File: src/torque_off_defines.svh
`ifndef TORQUE_OFF_DEFINES_SVH
`define TORQUE_OFF_DEFINES_SVH

// ----------------------------------------------------------------
// Register byte offsets
// ----------------------------------------------------------------
`define OFS_CONTROL 12'h000
`define OFS_STATUS 12'h004
`define OFS_IRQ_STATUS 12'h008
`define OFS_IRQ_MASK 12'h00C
`define OFS_FAULT_CODE 12'h010

// ----------------------------------------------------------------
// Field positions
// ----------------------------------------------------------------
`define CTL_FAULT_RESET 0
`define CTL_RELAY_SEL_LSB 4
`define CTL_CMD_SRC_LSB 8
`define STAT_WORD_TORQUE_OFF 5
`define IRQ_ACTIVATE 0
`define IRQ_FAULT 1
`define IRQ_RELEASE 2

// ----------------------------------------------------------------
// Values and reset values
// ----------------------------------------------------------------
`define RELAY_SEL_TORQUE_OFF 4'h5
`define FAULT_CODE_CHANNEL 8'h1D
`define RELAY_SEL_RESET 4'h0
`define CMD_SRC_RESET 3'h0
`define IRQ_MASK_RESET 3'h0

// ----------------------------------------------------------------
// Timing
// ----------------------------------------------------------------
`define CLK_PERIOD_PS 8000
`define TORQUE_OFF_LIMIT_NS 1000
`define MONITOR_LIMIT_NS 20000000
`define TORQUE_OFF_LIMIT_CYCLES (`TORQUE_OFF_LIMIT_NS * 1000 / `CLK_PERIOD_PS)
`define MONITOR_LIMIT_CYCLES (`MONITOR_LIMIT_NS / 1000 * 1000 / `CLK_PERIOD_PS)
`define DISAGREE_CYCLES 16
`define RESPONSE_EDGES 3

`endif

File: src/torque_off_pkg.sv
`default_nettype none

package torque_off_pkg;

	typedef enum logic [1:0] {
		st_standby = 2'b00,
		st_torque_off = 2'b01,
		st_faulted = 2'b10
	} sup_state_type;

	typedef enum logic [1:0] {
		disp_normal = 2'b00,
		disp_torque_block = 2'b01,
		disp_trip = 2'b10
	} display_type;

	typedef struct packed {
		logic ch_a;
		logic ch_b;
	} safety_in_type;

	typedef struct packed {
		logic gate_enable;
		logic brake_enable;
		logic relay_one;
		logic not_healthy;
	} drive_out_type;

endpackage

`default_nettype wire

File: src/channel_sync.sv
`timescale 1ns/1ps
`default_nettype none

module channel_sync #(
	parameter int WIDTH = 2
) (
	input wire logic pclk, // System clock
	input wire logic presetn, // Async reset, active low
	input wire logic [WIDTH-1:0] async_in, // Pin levels
	output logic [WIDTH-1:0] sync_out // Synchronised levels
);

	logic [WIDTH-1:0] stage_one;

	genvar i;
	generate
		for (i = 0; i < WIDTH; i++) begin : g_bit
			always_ff @(posedge pclk or negedge presetn) begin
				if (!presetn) begin
					stage_one[i] <= 1'b0;
					sync_out[i] <= 1'b0;
				end else begin
					stage_one[i] <= async_in[i];
					sync_out[i] <= stage_one[i];
				end
			end
		end
	endgenerate

endmodule

`default_nettype wire

File: src/torque_off_supervisor.sv
// Operation
// - Energised input: standby, start runs normally
// - De-energised: remove drive, coast, enter off
// - Leave only with faults reset and energised; off state leaves on energised alone, no fault reset needed
// - Re-energised restart not blocked here
// - Active: keypad torque block, status bit 5
// - Tripped keypad shows trip instead
// - Relay select 5 opens relay one
// - Channel fault raises trip code 29
// - Momentary opening while running trips
// - No torque within 1 us
// - Monitoring status within 20 ms
// - Fault display and not-healthy within 20 ms
// - Never apply motor braking
// - Safety input overrides all commands
`timescale 1ns/1ps
`default_nettype none
`include "torque_off_defines.svh"

module torque_off_supervisor (
	input wire logic pclk, // System clock, 125 MHz
	input wire logic presetn, // Async reset, active low
	input wire logic [11:0] paddr, // APB address
	input wire logic psel, // APB select
	input wire logic penable, // APB enable
	input wire logic pwrite, // APB direction
	input wire logic [31:0] pwdata, // APB write data
	output logic [31:0] prdata, // APB read data
	output logic pready, // APB ready
	output logic pslverr, // APB error
	input wire torque_off_pkg::safety_in_type safety_in, // Safety pins
	input wire logic start_cmd, // Start from command source
	input wire logic stop_cmd, // Stop from command source
	input wire logic min_on_hold, // Minimum on time still running
	output torque_off_pkg::drive_out_type drive_out, // Power stage
	output torque_off_pkg::display_type display, // Keypad indication
	output logic [15:0] status_word, // Drive status word
	output logic [7:0] trip_code, // Active trip code
	output logic irq // Interrupt level
);

	// ----------------------------------------------------------------
	// Input synchronisation
	// ----------------------------------------------------------------
	logic [1:0] chan_sync;
	logic [1:0] chan_prev;
	logic [4:0] disagree_count;

	channel_sync #(.WIDTH(2)) u_sync (
		.pclk(pclk),
		.presetn(presetn),
		.async_in({safety_in.ch_a, safety_in.ch_b}),
		.sync_out(chan_sync)
	);

	wire energised = &chan_sync;
	wire channels_differ = chan_sync[1] ^ chan_sync[0];
	wire channel_fault = disagree_count == 5'(`DISAGREE_CYCLES);
	wire dropped = (&chan_prev) && !energised;

	// ----------------------------------------------------------------
	// Registers
	// ----------------------------------------------------------------
	torque_off_pkg::sup_state_type state;
	torque_off_pkg::sup_state_type next_state;
	logic running;
	logic trip_latched;
	logic [3:0] relay_sel;
	logic [2:0] cmd_src;
	logic [2:0] irq_status;
	logic [2:0] irq_mask;

	wire apb_write = psel && penable && pwrite;
	wire hit_control = paddr == `OFS_CONTROL;
	wire hit_status = paddr == `OFS_STATUS;
	wire hit_irq_status = paddr == `OFS_IRQ_STATUS;
	wire hit_irq_mask = paddr == `OFS_IRQ_MASK;
	wire hit_fault = paddr == `OFS_FAULT_CODE;
	wire mapped = hit_control || hit_status || hit_irq_status ||
		hit_irq_mask || hit_fault;
	wire wr_control = apb_write && hit_control;
	wire fault_reset = wr_control && pwdata[`CTL_FAULT_RESET];
	wire tripping = channel_fault || (dropped && running);
	wire active = state != torque_off_pkg::st_standby;

	// ----------------------------------------------------------------
	// Supervisor state machine
	// ----------------------------------------------------------------
	always_comb begin
		next_state = state;
		case (state)
			torque_off_pkg::st_standby: begin
				if (tripping)
					next_state = torque_off_pkg::st_faulted;
				else if (!energised)
					next_state = torque_off_pkg::st_torque_off;
			end
			torque_off_pkg::st_torque_off: begin
				if (channel_fault)
					next_state = torque_off_pkg::st_faulted;
				else if (energised)
					next_state = torque_off_pkg::st_standby;
			end
			torque_off_pkg::st_faulted: begin
				if (fault_reset && energised && !channel_fault)
					next_state = torque_off_pkg::st_standby;
			end
			default: next_state = torque_off_pkg::st_faulted;
		endcase
	end

	always_ff @(posedge pclk or negedge presetn) begin
		if (!presetn) begin
			state <= torque_off_pkg::st_torque_off;
			// Low previous sample keeps reset release from reading as a drop
			chan_prev <= 2'h0;
			disagree_count <= 5'h00;
		end else begin
			state <= next_state;
			chan_prev <= chan_sync;
			// Counter saturates so a lasting mismatch holds the fault
			if (!channels_differ)
				disagree_count <= 5'h00;
			else if (!channel_fault)
				disagree_count <= disagree_count + 5'h01;
		end
	end

	// ----------------------------------------------------------------
	// Run latch
	// ----------------------------------------------------------------
	// Start is honoured only in standby; no torque hold outlasts the input
	wire next_running = energised && state == torque_off_pkg::st_standby &&
		!tripping && (start_cmd || (running && (!stop_cmd || min_on_hold)));

	always_ff @(posedge pclk or negedge presetn) begin
		if (!presetn)
			running <= 1'b0;
		else
			running <= next_running;
	end

	// ----------------------------------------------------------------
	// Software registers
	// ----------------------------------------------------------------
	wire [2:0] irq_events = {
		state == torque_off_pkg::st_torque_off && energised,
		tripping && !trip_latched,
		dropped
	};
	wire [2:0] irq_clear = (apb_write && hit_irq_status) ? pwdata[2:0] :
		3'h0;

	always_ff @(posedge pclk or negedge presetn) begin
		if (!presetn) begin
			relay_sel <= `RELAY_SEL_RESET;
			cmd_src <= `CMD_SRC_RESET;
			irq_mask <= `IRQ_MASK_RESET;
			irq_status <= 3'h0;
			trip_latched <= 1'b0;
		end else begin
			if (wr_control) begin
				relay_sel <= pwdata[`CTL_RELAY_SEL_LSB +: 4];
				cmd_src <= pwdata[`CTL_CMD_SRC_LSB +: 3];
			end
			if (apb_write && hit_irq_mask)
				irq_mask <= pwdata[2:0];
			// An event in the clear cycle wins over the clear
			irq_status <= (irq_status & ~irq_clear) | irq_events;
			trip_latched <= next_state == torque_off_pkg::st_faulted;
		end
	end

	// ----------------------------------------------------------------
	// APB read path
	// ----------------------------------------------------------------
	wire [31:0] rd_mux =
		hit_control ? {21'h0, cmd_src, relay_sel, 4'h0} :
		hit_status ? {14'h0, state, 11'h0, chan_sync, running, active,
			trip_latched} :
		hit_irq_status ? {29'h0, irq_status} :
		hit_irq_mask ? {29'h0, irq_mask} :
		hit_fault ? {24'h0, trip_latched ? `FAULT_CODE_CHANNEL : 8'h00} :
		32'h0;

	always_ff @(posedge pclk or negedge presetn) begin
		if (!presetn) begin
			prdata <= 32'h0;
			pready <= 1'b0;
			pslverr <= 1'b0;
		end else begin
			// Zero wait states: the answer stands in the access cycle
			pready <= psel && !penable;
			pslverr <= psel && !penable && !mapped;
			prdata <= (psel && !penable && !pwrite) ? rd_mux : 32'h0;
		end
	end

	// ----------------------------------------------------------------
	// Outputs
	// ----------------------------------------------------------------
	wire faulted_next = next_state == torque_off_pkg::st_faulted;
	wire active_next = next_state != torque_off_pkg::st_standby;
	wire [15:0] next_status = 16'(active_next) << `STAT_WORD_TORQUE_OFF;

	always_ff @(posedge pclk or negedge presetn) begin
		if (!presetn) begin
			drive_out <= '0;
			display <= torque_off_pkg::disp_torque_block;
			status_word <= 16'h0020;
			trip_code <= 8'h00;
			irq <= 1'b0;
		end else begin
			drive_out.gate_enable <= next_running;
			drive_out.brake_enable <= 1'b0;
			drive_out.relay_one <= !(relay_sel ==
				`RELAY_SEL_TORQUE_OFF && active_next);
			drive_out.not_healthy <= faulted_next;
			if (faulted_next)
				display <= torque_off_pkg::disp_trip;
			else if (active_next)
				display <= torque_off_pkg::disp_torque_block;
			else
				display <= torque_off_pkg::disp_normal;
			status_word <= next_status;
			trip_code <= faulted_next ? `FAULT_CODE_CHANNEL : 8'h00;
			irq <= |(((irq_status & ~irq_clear) | irq_events) & irq_mask);
		end
	end

	// ----------------------------------------------------------------
	// Checks
	// ----------------------------------------------------------------
	// Outputs are registered from next_state, so they track state at once
	localparam int TORQUE_BOUND = `RESPONSE_EDGES;

	torque_removed_a: assert property (
		@(posedge pclk) disable iff (!presetn)
		!energised |-> ##[1:TORQUE_BOUND] !drive_out.gate_enable)
		else $error("drive still enabled after input drop");

	no_brake_a: assert property (
		@(posedge pclk) disable iff (!presetn)
		!drive_out.brake_enable)
		else $error("brake applied");

	status_bit_a: assert property (
		@(posedge pclk) disable iff (!presetn)
		status_word == (16'(active) << `STAT_WORD_TORQUE_OFF))
		else $error("status bit 5 disagrees with state");

	trip_display_a: assert property (
		@(posedge pclk) disable iff (!presetn)
		state == torque_off_pkg::st_faulted |->
		display == torque_off_pkg::disp_trip)
		else $error("trip not shown on keypad");

	relay_open_a: assert property (
		@(posedge pclk) disable iff (!presetn)
		(active && relay_sel == 4'h5 && $stable(relay_sel)) |->
		!drive_out.relay_one)
		else $error("relay one closed while active");

	fault_trip_a: assert property (
		@(posedge pclk) disable iff (!presetn)
		channel_fault |=> trip_code == 8'h1D && drive_out.not_healthy)
		else $error("channel fault without trip 29");

	blip_trip_a: assert property (
		@(posedge pclk) disable iff (!presetn)
		(running && dropped) |=> state == torque_off_pkg::st_faulted)
		else $error("opening while running did not trip");

	release_a: assert property (
		@(posedge pclk) disable iff (!presetn)
		(state == torque_off_pkg::st_faulted && !fault_reset) |=>
		state == torque_off_pkg::st_faulted)
		else $error("fault left without reset");

	either_chan_a: assert property (
		@(posedge pclk) disable iff (!presetn)
		$fell(energised) |=> state != torque_off_pkg::st_standby)
		else $error("single channel drop ignored");

	override_a: assert property (
		@(posedge pclk) disable iff (!presetn)
		(min_on_hold && !energised) |=> !running)
		else $error("minimum on time kept drive running");

	start_run_a: assert property (
		@(posedge pclk) disable iff (!presetn)
		(state == torque_off_pkg::st_standby && energised && start_cmd &&
		!tripping) |=> drive_out.gate_enable)
		else $error("start ignored in standby");

	coast_stop_a: assert property (
		@(posedge pclk) disable iff (!presetn)
		active |-> !drive_out.gate_enable)
		else $error("power stage on while torque off active");

	restart_free_a: assert property (
		@(posedge pclk) disable iff (!presetn)
		(state == torque_off_pkg::st_torque_off && energised &&
		!channel_fault) |=> state == torque_off_pkg::st_standby)
		else $error("restart blocked after input returned");

	keypad_block_a: assert property (
		@(posedge pclk) disable iff (!presetn)
		state == torque_off_pkg::st_torque_off |->
		display == torque_off_pkg::disp_torque_block)
		else $error("torque block not shown on keypad");

	monitor_status_a: assert property (
		@(posedge pclk) disable iff (!presetn)
		$fell(energised) |-> ##[1:TORQUE_BOUND] status_word[5])
		else $error("status word late after input drop");

	unhealthy_out_a: assert property (
		@(posedge pclk) disable iff (!presetn)
		state == torque_off_pkg::st_faulted |->
		drive_out.not_healthy && trip_code == `FAULT_CODE_CHANNEL)
		else $error("fault not reported as not healthy");

	single_chan_a: assert property (
		@(posedge pclk) disable iff (!presetn)
		channels_differ |=> state != torque_off_pkg::st_standby)
		else $error("channel mismatch left drive in standby");

	relay_closed_a: assert property (
		@(posedge pclk) disable iff (!presetn)
		relay_sel != `RELAY_SEL_TORQUE_OFF |=> drive_out.relay_one)
		else $error("relay one opened with other function");

	irq_level_a: assert property (
		@(posedge pclk) disable iff (!presetn)
		!$changed(irq_mask) |-> irq == |(irq_status & irq_mask))
		else $error("interrupt level disagrees with status");

	pready_pulse_a: assert property (
		@(posedge pclk) disable iff (!presetn)
		pready |=> !pready)
		else $error("ready held past one cycle");

endmodule

`default_nettype wire
File: config.mk
export PLATFORM = sky130hd
export DESIGN_NAME = torque_off_supervisor
export DESIGN_NICKNAME = d
export VERILOG_FILES = /design/src/torque_off_pkg.sv /design/src/channel_sync.sv /design/src/torque_off_supervisor.sv
export VERILOG_INCLUDE_DIRS = /design/src
export SDC_FILE = /design/constraint.sdc
export NUM_CORES = 1
export LEC_CHECK = 0
export BUFFER_PORTS_ARGS = -buffer_cell sky130_fd_sc_hd__buf_4
export CAP_MARGIN = 20
export CORE_MARGIN = 10
export CORE_UTILIZATION = 41
export DETAILED_ROUTE_END_ITERATION = 6
export PLACE_DENSITY = 0.76
export SYNTH_ARGS = -nofsm -noshare
export SYNTH_HDL_FRONTEND = slang
export SYNTH_HIERARCHICAL = 1
export SYNTH_SLANG_ARGS = --single-unit
File: constraint.sdc
create_clock -name pclk -period 1.44 [get_ports pclk]
set_input_delay 0.072 -clock pclk [delete_from_list [all_inputs] [get_ports pclk]]
set_output_delay 0.072 -clock pclk [all_outputs]
set_load 0.01 [all_outputs]
==> results of run 1 <==
[cell usage after synthesis, types with 2 or more instances]
| master | n | area share, % |
|---|---|---|
| clkbuf_1 | 5 | 0.79 |
| a211oi_1 | 2 | 0.63 |
| dfrtp_1 | 44 | 47 |
| o21ai_0 | 10 | 2.1 |
| xnor2_1 | 3 | 1.1 |
| nor3_1 | 5 | 1.1 |
| nor4_1 | 2 | 0.53 |
| o221ai_1 | 2 | 0.74 |
| mux2_2 | 11 | 5.2 |
| inv_1 | 7 | 1.1 |
| nand2_1 | 4 | 0.63 |
| buf_4 | 47 | 15 |
| dfstp_2 | 2 | 2.2 |
| nand4_1 | 5 | 1.3 |
| nor2_1 | 12 | 1.9 |
| ha_1 | 3 | 1.6 |
| nor3b_1 | 2 | 0.63 |
| nand2b_1 | 4 | 1.1 |
| nand3_1 | 4 | 0.85 |
| nor2b_1 | 3 | 0.79 |
| and2_1 | 11 | 2.9 |
| and3_1 | 2 | 0.53 |
| nand3b_1 | 5 | 1.6 |
| a21oi_1 | 8 | 1.7 |
[stage by stage]
| stage | hold WS (ns) | util, % |
|---|---|---|
| after floorplan | -0.2236 | - |
| after global placement | 0.1026 | 50.14 |
| after detailed placement | 0.1094 | 50.14 |
| after CTS | 0.001099 | 53.23 |
| after global routing | 0.0003650 | 54.13 |
| final | 0.01233 | 54.13 |
[metal layers]
metal	vias up	routed length (um)	GRT usage (%)
li1	821	-	-
met1	816	2059	11.65
met2	68	2822	19.92
met3	6	461	4.125
met4	0	54	3.808
met5	-	0	0
[kinds of logic (layout without fill, tap and decap cells)]
| logic type | Yosys count | after routing | synth area share (%) |
|---|---|---|---|
| mux | 12 | 12 | 5.658 |
| simple gates | 71 | 71 | 18.83 |
| flops | 46 | 46 | 48.76 |
| buf+inv | 60 | 98 | 17.03 |
| compound gates | 26 | 26 | 6.505 |
| xor+xnor | 4 | 4 | 1.481 |
| fa+ha+maj | 3 | 3 | 1.587 |
| other cells | 1 | 39 | 0.1585 |
[layout make-up]
cell class	count	area, um^2	area share, %
clock buffer	5	68.82	2.295
clock inverter	3	40.04	1.335
inverter	7	26.28	0.8761
multi-input combinational	155	979.7	32.67
sequential	46	1154	38.46
tap	72	90.09	3.004
timing repair buffer	83	640.6	21.36
[state kept, by name (all words and copies together), names as in the netlist]
| name | count |
|---|---|
| prdata | 13 |
| irq | 1 |
| pslverr | 1 |
| pready | 1 |
| u_sync/sync_out | 2 |
| cmd_src | 3 |
| irq_mask | 3 |
| relay_sel | 4 |
| disagree_count | 5 |
| irq_status | 3 |
| status_word | 1 |
| u_sync/stage_one | 2 |
| trip_code | 1 |
| chan_prev | 2 |
| drive_out | 2 |
| state | 2 |
[worst max path at each step]
stage / end / slack [ns] / start / cells after the start
floorplan: irq$_DFF_PN0_ / 0.06 / disagree_count[0]$_DFFE_PN0P_ / 7
global placement: drive_out[1]$_DFF_PN0_ / -0.06 / paddr[1] / 6
detailed placement: drive_out[1]$_DFF_PN0_ / -0.07 / paddr[1] / 6
CTS: irq$_DFF_PN0_ / 0.04 / u_sync/sync_out[1]$_DFF_PN0_ / 5
global route: trip_code[3]$_DFF_PN0_ / -0.0009 / u_sync/sync_out[0]$_DFF_PN0_ / 5
finish: disagree_count[0]$_DFFE_PN0P_ / 0.09 / disagree_count[0]$_DFFE_PN0P_ / 6
[cells in the final DEF, fill, tap and decap left out, types with 2 or more instances in the layout]
cell type	n
nor2b_1	3
nand3b_1	5
clkinv_2	2
conb_1	39
mux2_2	11
buf_4	76
dlygate4sd3_1	7
nand4_1	5
and3_1	2
ha_1	2
xnor2_1	3
clkbuf_8	5
nor3b_1	2
nor3_1	5
dfrtp_1	44
o21ai_0	10
o221ai_1	2
and2_1	11
nand2b_1	4
nand3_1	4
inv_1	7
nand2_1	4
nor2_1	12
dfstp_2	2
a21oi_1	7
[report_power, final]
group / internal [uW] / switching (uW)
combinational: 148 / 170
sequential: 1320 / 18.2
clock: 511 / 428
[timing repair]
action,in CTS,in global routing
endpoints found under the hold margin,49,1
endpoints found under the setup margin,1,2
gates resized for setup,1,4
buffers inserted,0,2
hold buffers,6,1
cloned,0,0
==> results.ini, run 1 <==
[clocking]
numCtsBuffers=5
tritoncts=built
clk_path_buf_depth=2
htreeDepth=2
clkLatencyLatePin_ns=0.29
cts.clk_slew.worst_paths_ns=0.09
clock-sinks=46
cts_root_buf=clkbuf_8

[critical_path]
reg2reg_slack_ns=0.09
cp-start-kind=register
end_kind=register
crit_arrival_ns=1.55
slowest_stage=dfrtp_1
path_delay_family=flip-flops
crit_chain=inv_1 -> ha_1 -> nand4bb_1 -> buf_4 -> xnor2_1 -> and2_1
crit_buf_inv=2
worst_ep_required_time_ns=1.64
critPathKind=reg -> reg
crit_path_max_fanout=9
r2r-end=disagree_count[0]$_DFFE_PN0P_
max_stage_delay_ns=0.38
reg2reg_from=disagree_count[0]$_DFFE_PN0P_
ff2ff_path_depth=6

[sta]
fin_crit_ns=1.350
slew_violations=0
setup_ws_ns=0.09006
max_slew_margin_pct=62.94
max_freq_mhz=740.8
finalCritPeriodShare_pct=93.75
timing.setup.tns_ns=0
finalSetupViolations=0
hold_violations=0
worst_pin_slew_ns=0.5560
fin_worst_skew_ns=0.005450

[floorplanning]
io_pins=119
die_area_um2=9209
initial_core_util_pct=42.71
core_um2=5540
placementRows=27
die_x_um=95.97
die_h_um=95.97

[route]
viasPerCell=4.612
wl_per_cell_um=14.55
drt_pass1_iterations=4
drc_errors=0
vias=1711
ant_nets=0
wirelength_mm=5.397
drtIter0Drc=71

[placement]
place_ws_ns=-0.07496
port-buffer-count=57
place_area_um2=2778
dp_hpwl_mm=4.251
dp.cells=354
place_congestion=0.8403

[min_path]
hold_end=cmd_src[1]$_DFFE_PN0N_
hold_start=pwdata[9]
min_path_type=in -> reg
hold_path_depth=2

[outcome]
status=finished, final reports clean

[power]
power_uw=2594
ir_worst_vdd_mv=0.3418
leakagePower_uw=0.001469
power_density_nw_per_um2=864.8

[yosys]
ys_warn_count=6
synth_area_um2=2366
synthCells=223
synth_cell_types=44
synth_edf_count=0
synthArstFlopShare_pct=100.0
synth-seq-area-share_pct=48.76
synth_ff_type=dfrtp_1
ys_ff_latch=46
avgSynthCellArea_um2=10.61

[layout]
drive_above_1_share_pct=36.12
finalInstanceArea_um2=2999
nNetsFinal=355
fillers=505
diodes=0
area_growth_syn_to_layout_pct=26.76
final_cells=371

[global_routing]
grt_max_degree=47
grt_pass1_wl_mm=8.086
grt_util_all_layers_pct=11.08
antenna_found_initial=0
grt-ovfl-total=0
grt_pass1_vias=1754

[flow_run]
maxCapViolCount=0

(Power assumes the default switching activity.)
==> run 2, diff against run 1 <==
- BUFFER_PORTS_ARGS: -buffer_cell sky130_fd_sc_hd__buf_4 -> -buffer_cell sky130_fd_sc_hd__buf_2
- CORE_MARGIN: 10 -> not set
- CORE_UTILIZATION: 41 -> 49
- PLACE_DENSITY: 0.76 -> 0.85
- clock period: 1.44 -> 1.8 ns (I/O delays scaled with it)
==> results.ini, run 2 (same netlist as run 1, synthesis figures left out) <==
[placement]
port-buffer-count=57  ; unchanged
place_congestion=0.8254  ; -1.8%
dp_hpwl_mm=3.154  ; -26%

[critical_path]
crit_buf_inv=0  ; -2
crit_path_max_fanout=9  ; unchanged
max_stage_delay_ns=0.41  ; +0.03 ns
crit_start=u_sync/sync_out[1]$_DFF_PN0_
worstSetupEndpoint=irq$_DFF_PN0_
slowest_stage=dfrtp_1
ff2ff_path_depth=5  ; -1
reg2reg_slack_ns=0.25  ; +0.16 ns
cp.depth=5  ; -1
crit_chain=ha_1 -> nand4b_1 -> a21oi_1 -> a211oi_1 -> o211ai_1
r2r-end=irq$_DFF_PN0_
path_delay_family=compound AO/OA/AOI/OAI gates
end_kind=register
reg2reg_from=u_sync/sync_out[1]$_DFF_PN0_
worst_ep_required_time_ns=1.97  ; +0.33 ns
crit_arrival_ns=1.72  ; +0.17 ns
cp-start-kind=register
critPathKind=reg -> reg

[route]
drtIter0Drc=121  ; +70%
wirelength_mm=4.152  ; -23%
wl_per_cell_um=12.47  ; -14%
ant_nets=0  ; unchanged
drt_pass1_iterations=4  ; unchanged
viasPerCell=4.829  ; +4.7%
drc_errors=0  ; unchanged
vias=1608  ; -6.0%

[sta]
timing.setup.tns_ns=0  ; unchanged
finalCritPeriodShare_pct=86.06  ; -7.7 points
fin_crit_ns=1.549  ; +0.1992 ns
holdWs_ns=0.01275  ; +0.0004273 ns
worst_pin_slew_ns=0.5564  ; +0.0004008 ns
max_freq_mhz=645.5  ; -13%
max_slew_margin_pct=62.91  ; about the same
rsz0062_at_grt=false
slew_violations=0  ; unchanged
fin_worst_skew_ns=0.009735  ; +0.004286 ns
finalSetupViolations=0  ; unchanged
hold_violations=0  ; unchanged

[layout]
nNetsFinal=337  ; -5.1%
area_growth_syn_to_layout_pct=12.69
finalCoreUtilization_pct=59.19  ; +5.1 points
mostFrequentLayoutCell=buf_2
largest_registers=prdata x13, disagree_count x5, relay_sel x4
top_register=prdata
diodes=0  ; unchanged
final_cell_mix=buf_2, dfrtp_1, conb_1
largest_reg_flops=13  ; unchanged
drive_above_1_share_pct=31.67  ; -4.4 points

[clocking]
tritoncts=built
numCtsBuffers=5  ; unchanged
clock-sinks=46  ; unchanged
clk_path_buf_depth=2  ; unchanged
htreeDepth=2  ; unchanged
clkLatencyLatePin_ns=0.30  ; about the same
cts_root_buf=clkbuf_8
cts_resized=0  ; -1
cts.clk_slew.worst_paths_ns=0.09  ; about the same

[floorplanning]
core_um2=4504  ; -19%
die_x_um=71.49  ; -26%
io_pins=119  ; unchanged
placementRows=24  ; -11%
die_area_um2=5111  ; -45%
die_h_um=71.49  ; -26%
initial_core_util_pct=52.53  ; +9.8 points

[global_routing]
grt-ovfl-total=0  ; unchanged
grt_util_all_layers_pct=18.21  ; +7.1 points
grt_max_degree=47  ; unchanged
grt_pass1_wl_mm=7.031  ; -13%
grt_pass1_vias=1536  ; -12%
antenna_found_initial=0  ; unchanged

[power]
power_uw=2056  ; -21%
power_density_nw_per_um2=771.2  ; -11%
ir_worst_vdd_mv=0.4542  ; +33%
leakagePower_uw=0.001344  ; -8.5%

[outcome]
status=finished, final reports clean

[min_path]
min_path_type=in -> reg

[flow_run]
maxCapViolCount=0  ; unchanged

## run 2: cell types whose count changed in the layout (fill, tap and decap cells not counted), moves of 2 or more
cell,change
clkinv_2,-2
buf_4,-71
buf_2,+57
dlygate4sd3_1,-4
## run 2: worst min path at each step
stage                     cells past startpoint      start                endpoint  slack, ns
final                                         2  pwdata[9]  cmd_src[1]$_DFFE_PN0N_       0.01
after floorplan                               0    presetn  chan_prev[0]$_DFF_PN0_      -0.21
after global routing                          2  pwdata[8]  cmd_src[0]$_DFFE_PN0N_      0.006
after global placement                        2    presetn    prdata[17]$_DFF_PN0_       0.20
after detailed placement                      2    presetn    prdata[17]$_DFF_PN0_       0.20
after CTS                                     2    penable        pready$_DFF_PN0_      0.003
## run 2: layer usage
layer | global-route usage [%] | wire length (um) | share of wire, %
met3 | 5.345 | 266 | 6.4
met4 | 7.625 | 83 | 2.0
met2 | 29.95 | 2084 | 50
met5 | 0 | 0 | 0
met1 | 22.58 | 1718 | 41
## run 2: where the power goes
| part | switching, uW | internal (uW) |
|---|---|---|
| clock network | 331 | 452 |
| logic | 126 | 76.1 |
| registers | 15.5 | 1050 |
## run 2: through the flow
| step | setup slack (ns) | instance area (um^2) | cells |
|---|---|---|---|
| finish | 0.2509 | 2666 | 333 |
| global route | 0.1062 | 2666 | 333 |
| detailed placement | 0.1569 | 2520 | 322 |
| floorplan | 0.3153 | 2509 | 261 |
| global placement | 0.1642 | 2520 | 322 |
| CTS | 0.2442 | 2666 | 333 |
## run 2: timing repair
action                                 4_1_cts  5_1_grt
endpoints found under the hold margin       46        0
setup buffers                                0        0
hold buffers                                 3        0
## run 2: worst reg2reg max path, stage by stage (launching register included)
cell and delay [ns]:
dfrtp_1 0.41, ha_1 0.35, nand4b_1 0.20, a21oi_1 0.09
a211oi_1 0.24, o211ai_1 0.13
## run 2: layout make-up
class	count	area, um^2
clock inverter	1	30.03
multi-input combinational	155	952.2
sequential	46	1154
fill	388	1838
clock buffer	7	86.33
tap	52	65.06
inverter	7	26.28
timing repair buffer	65	352.8
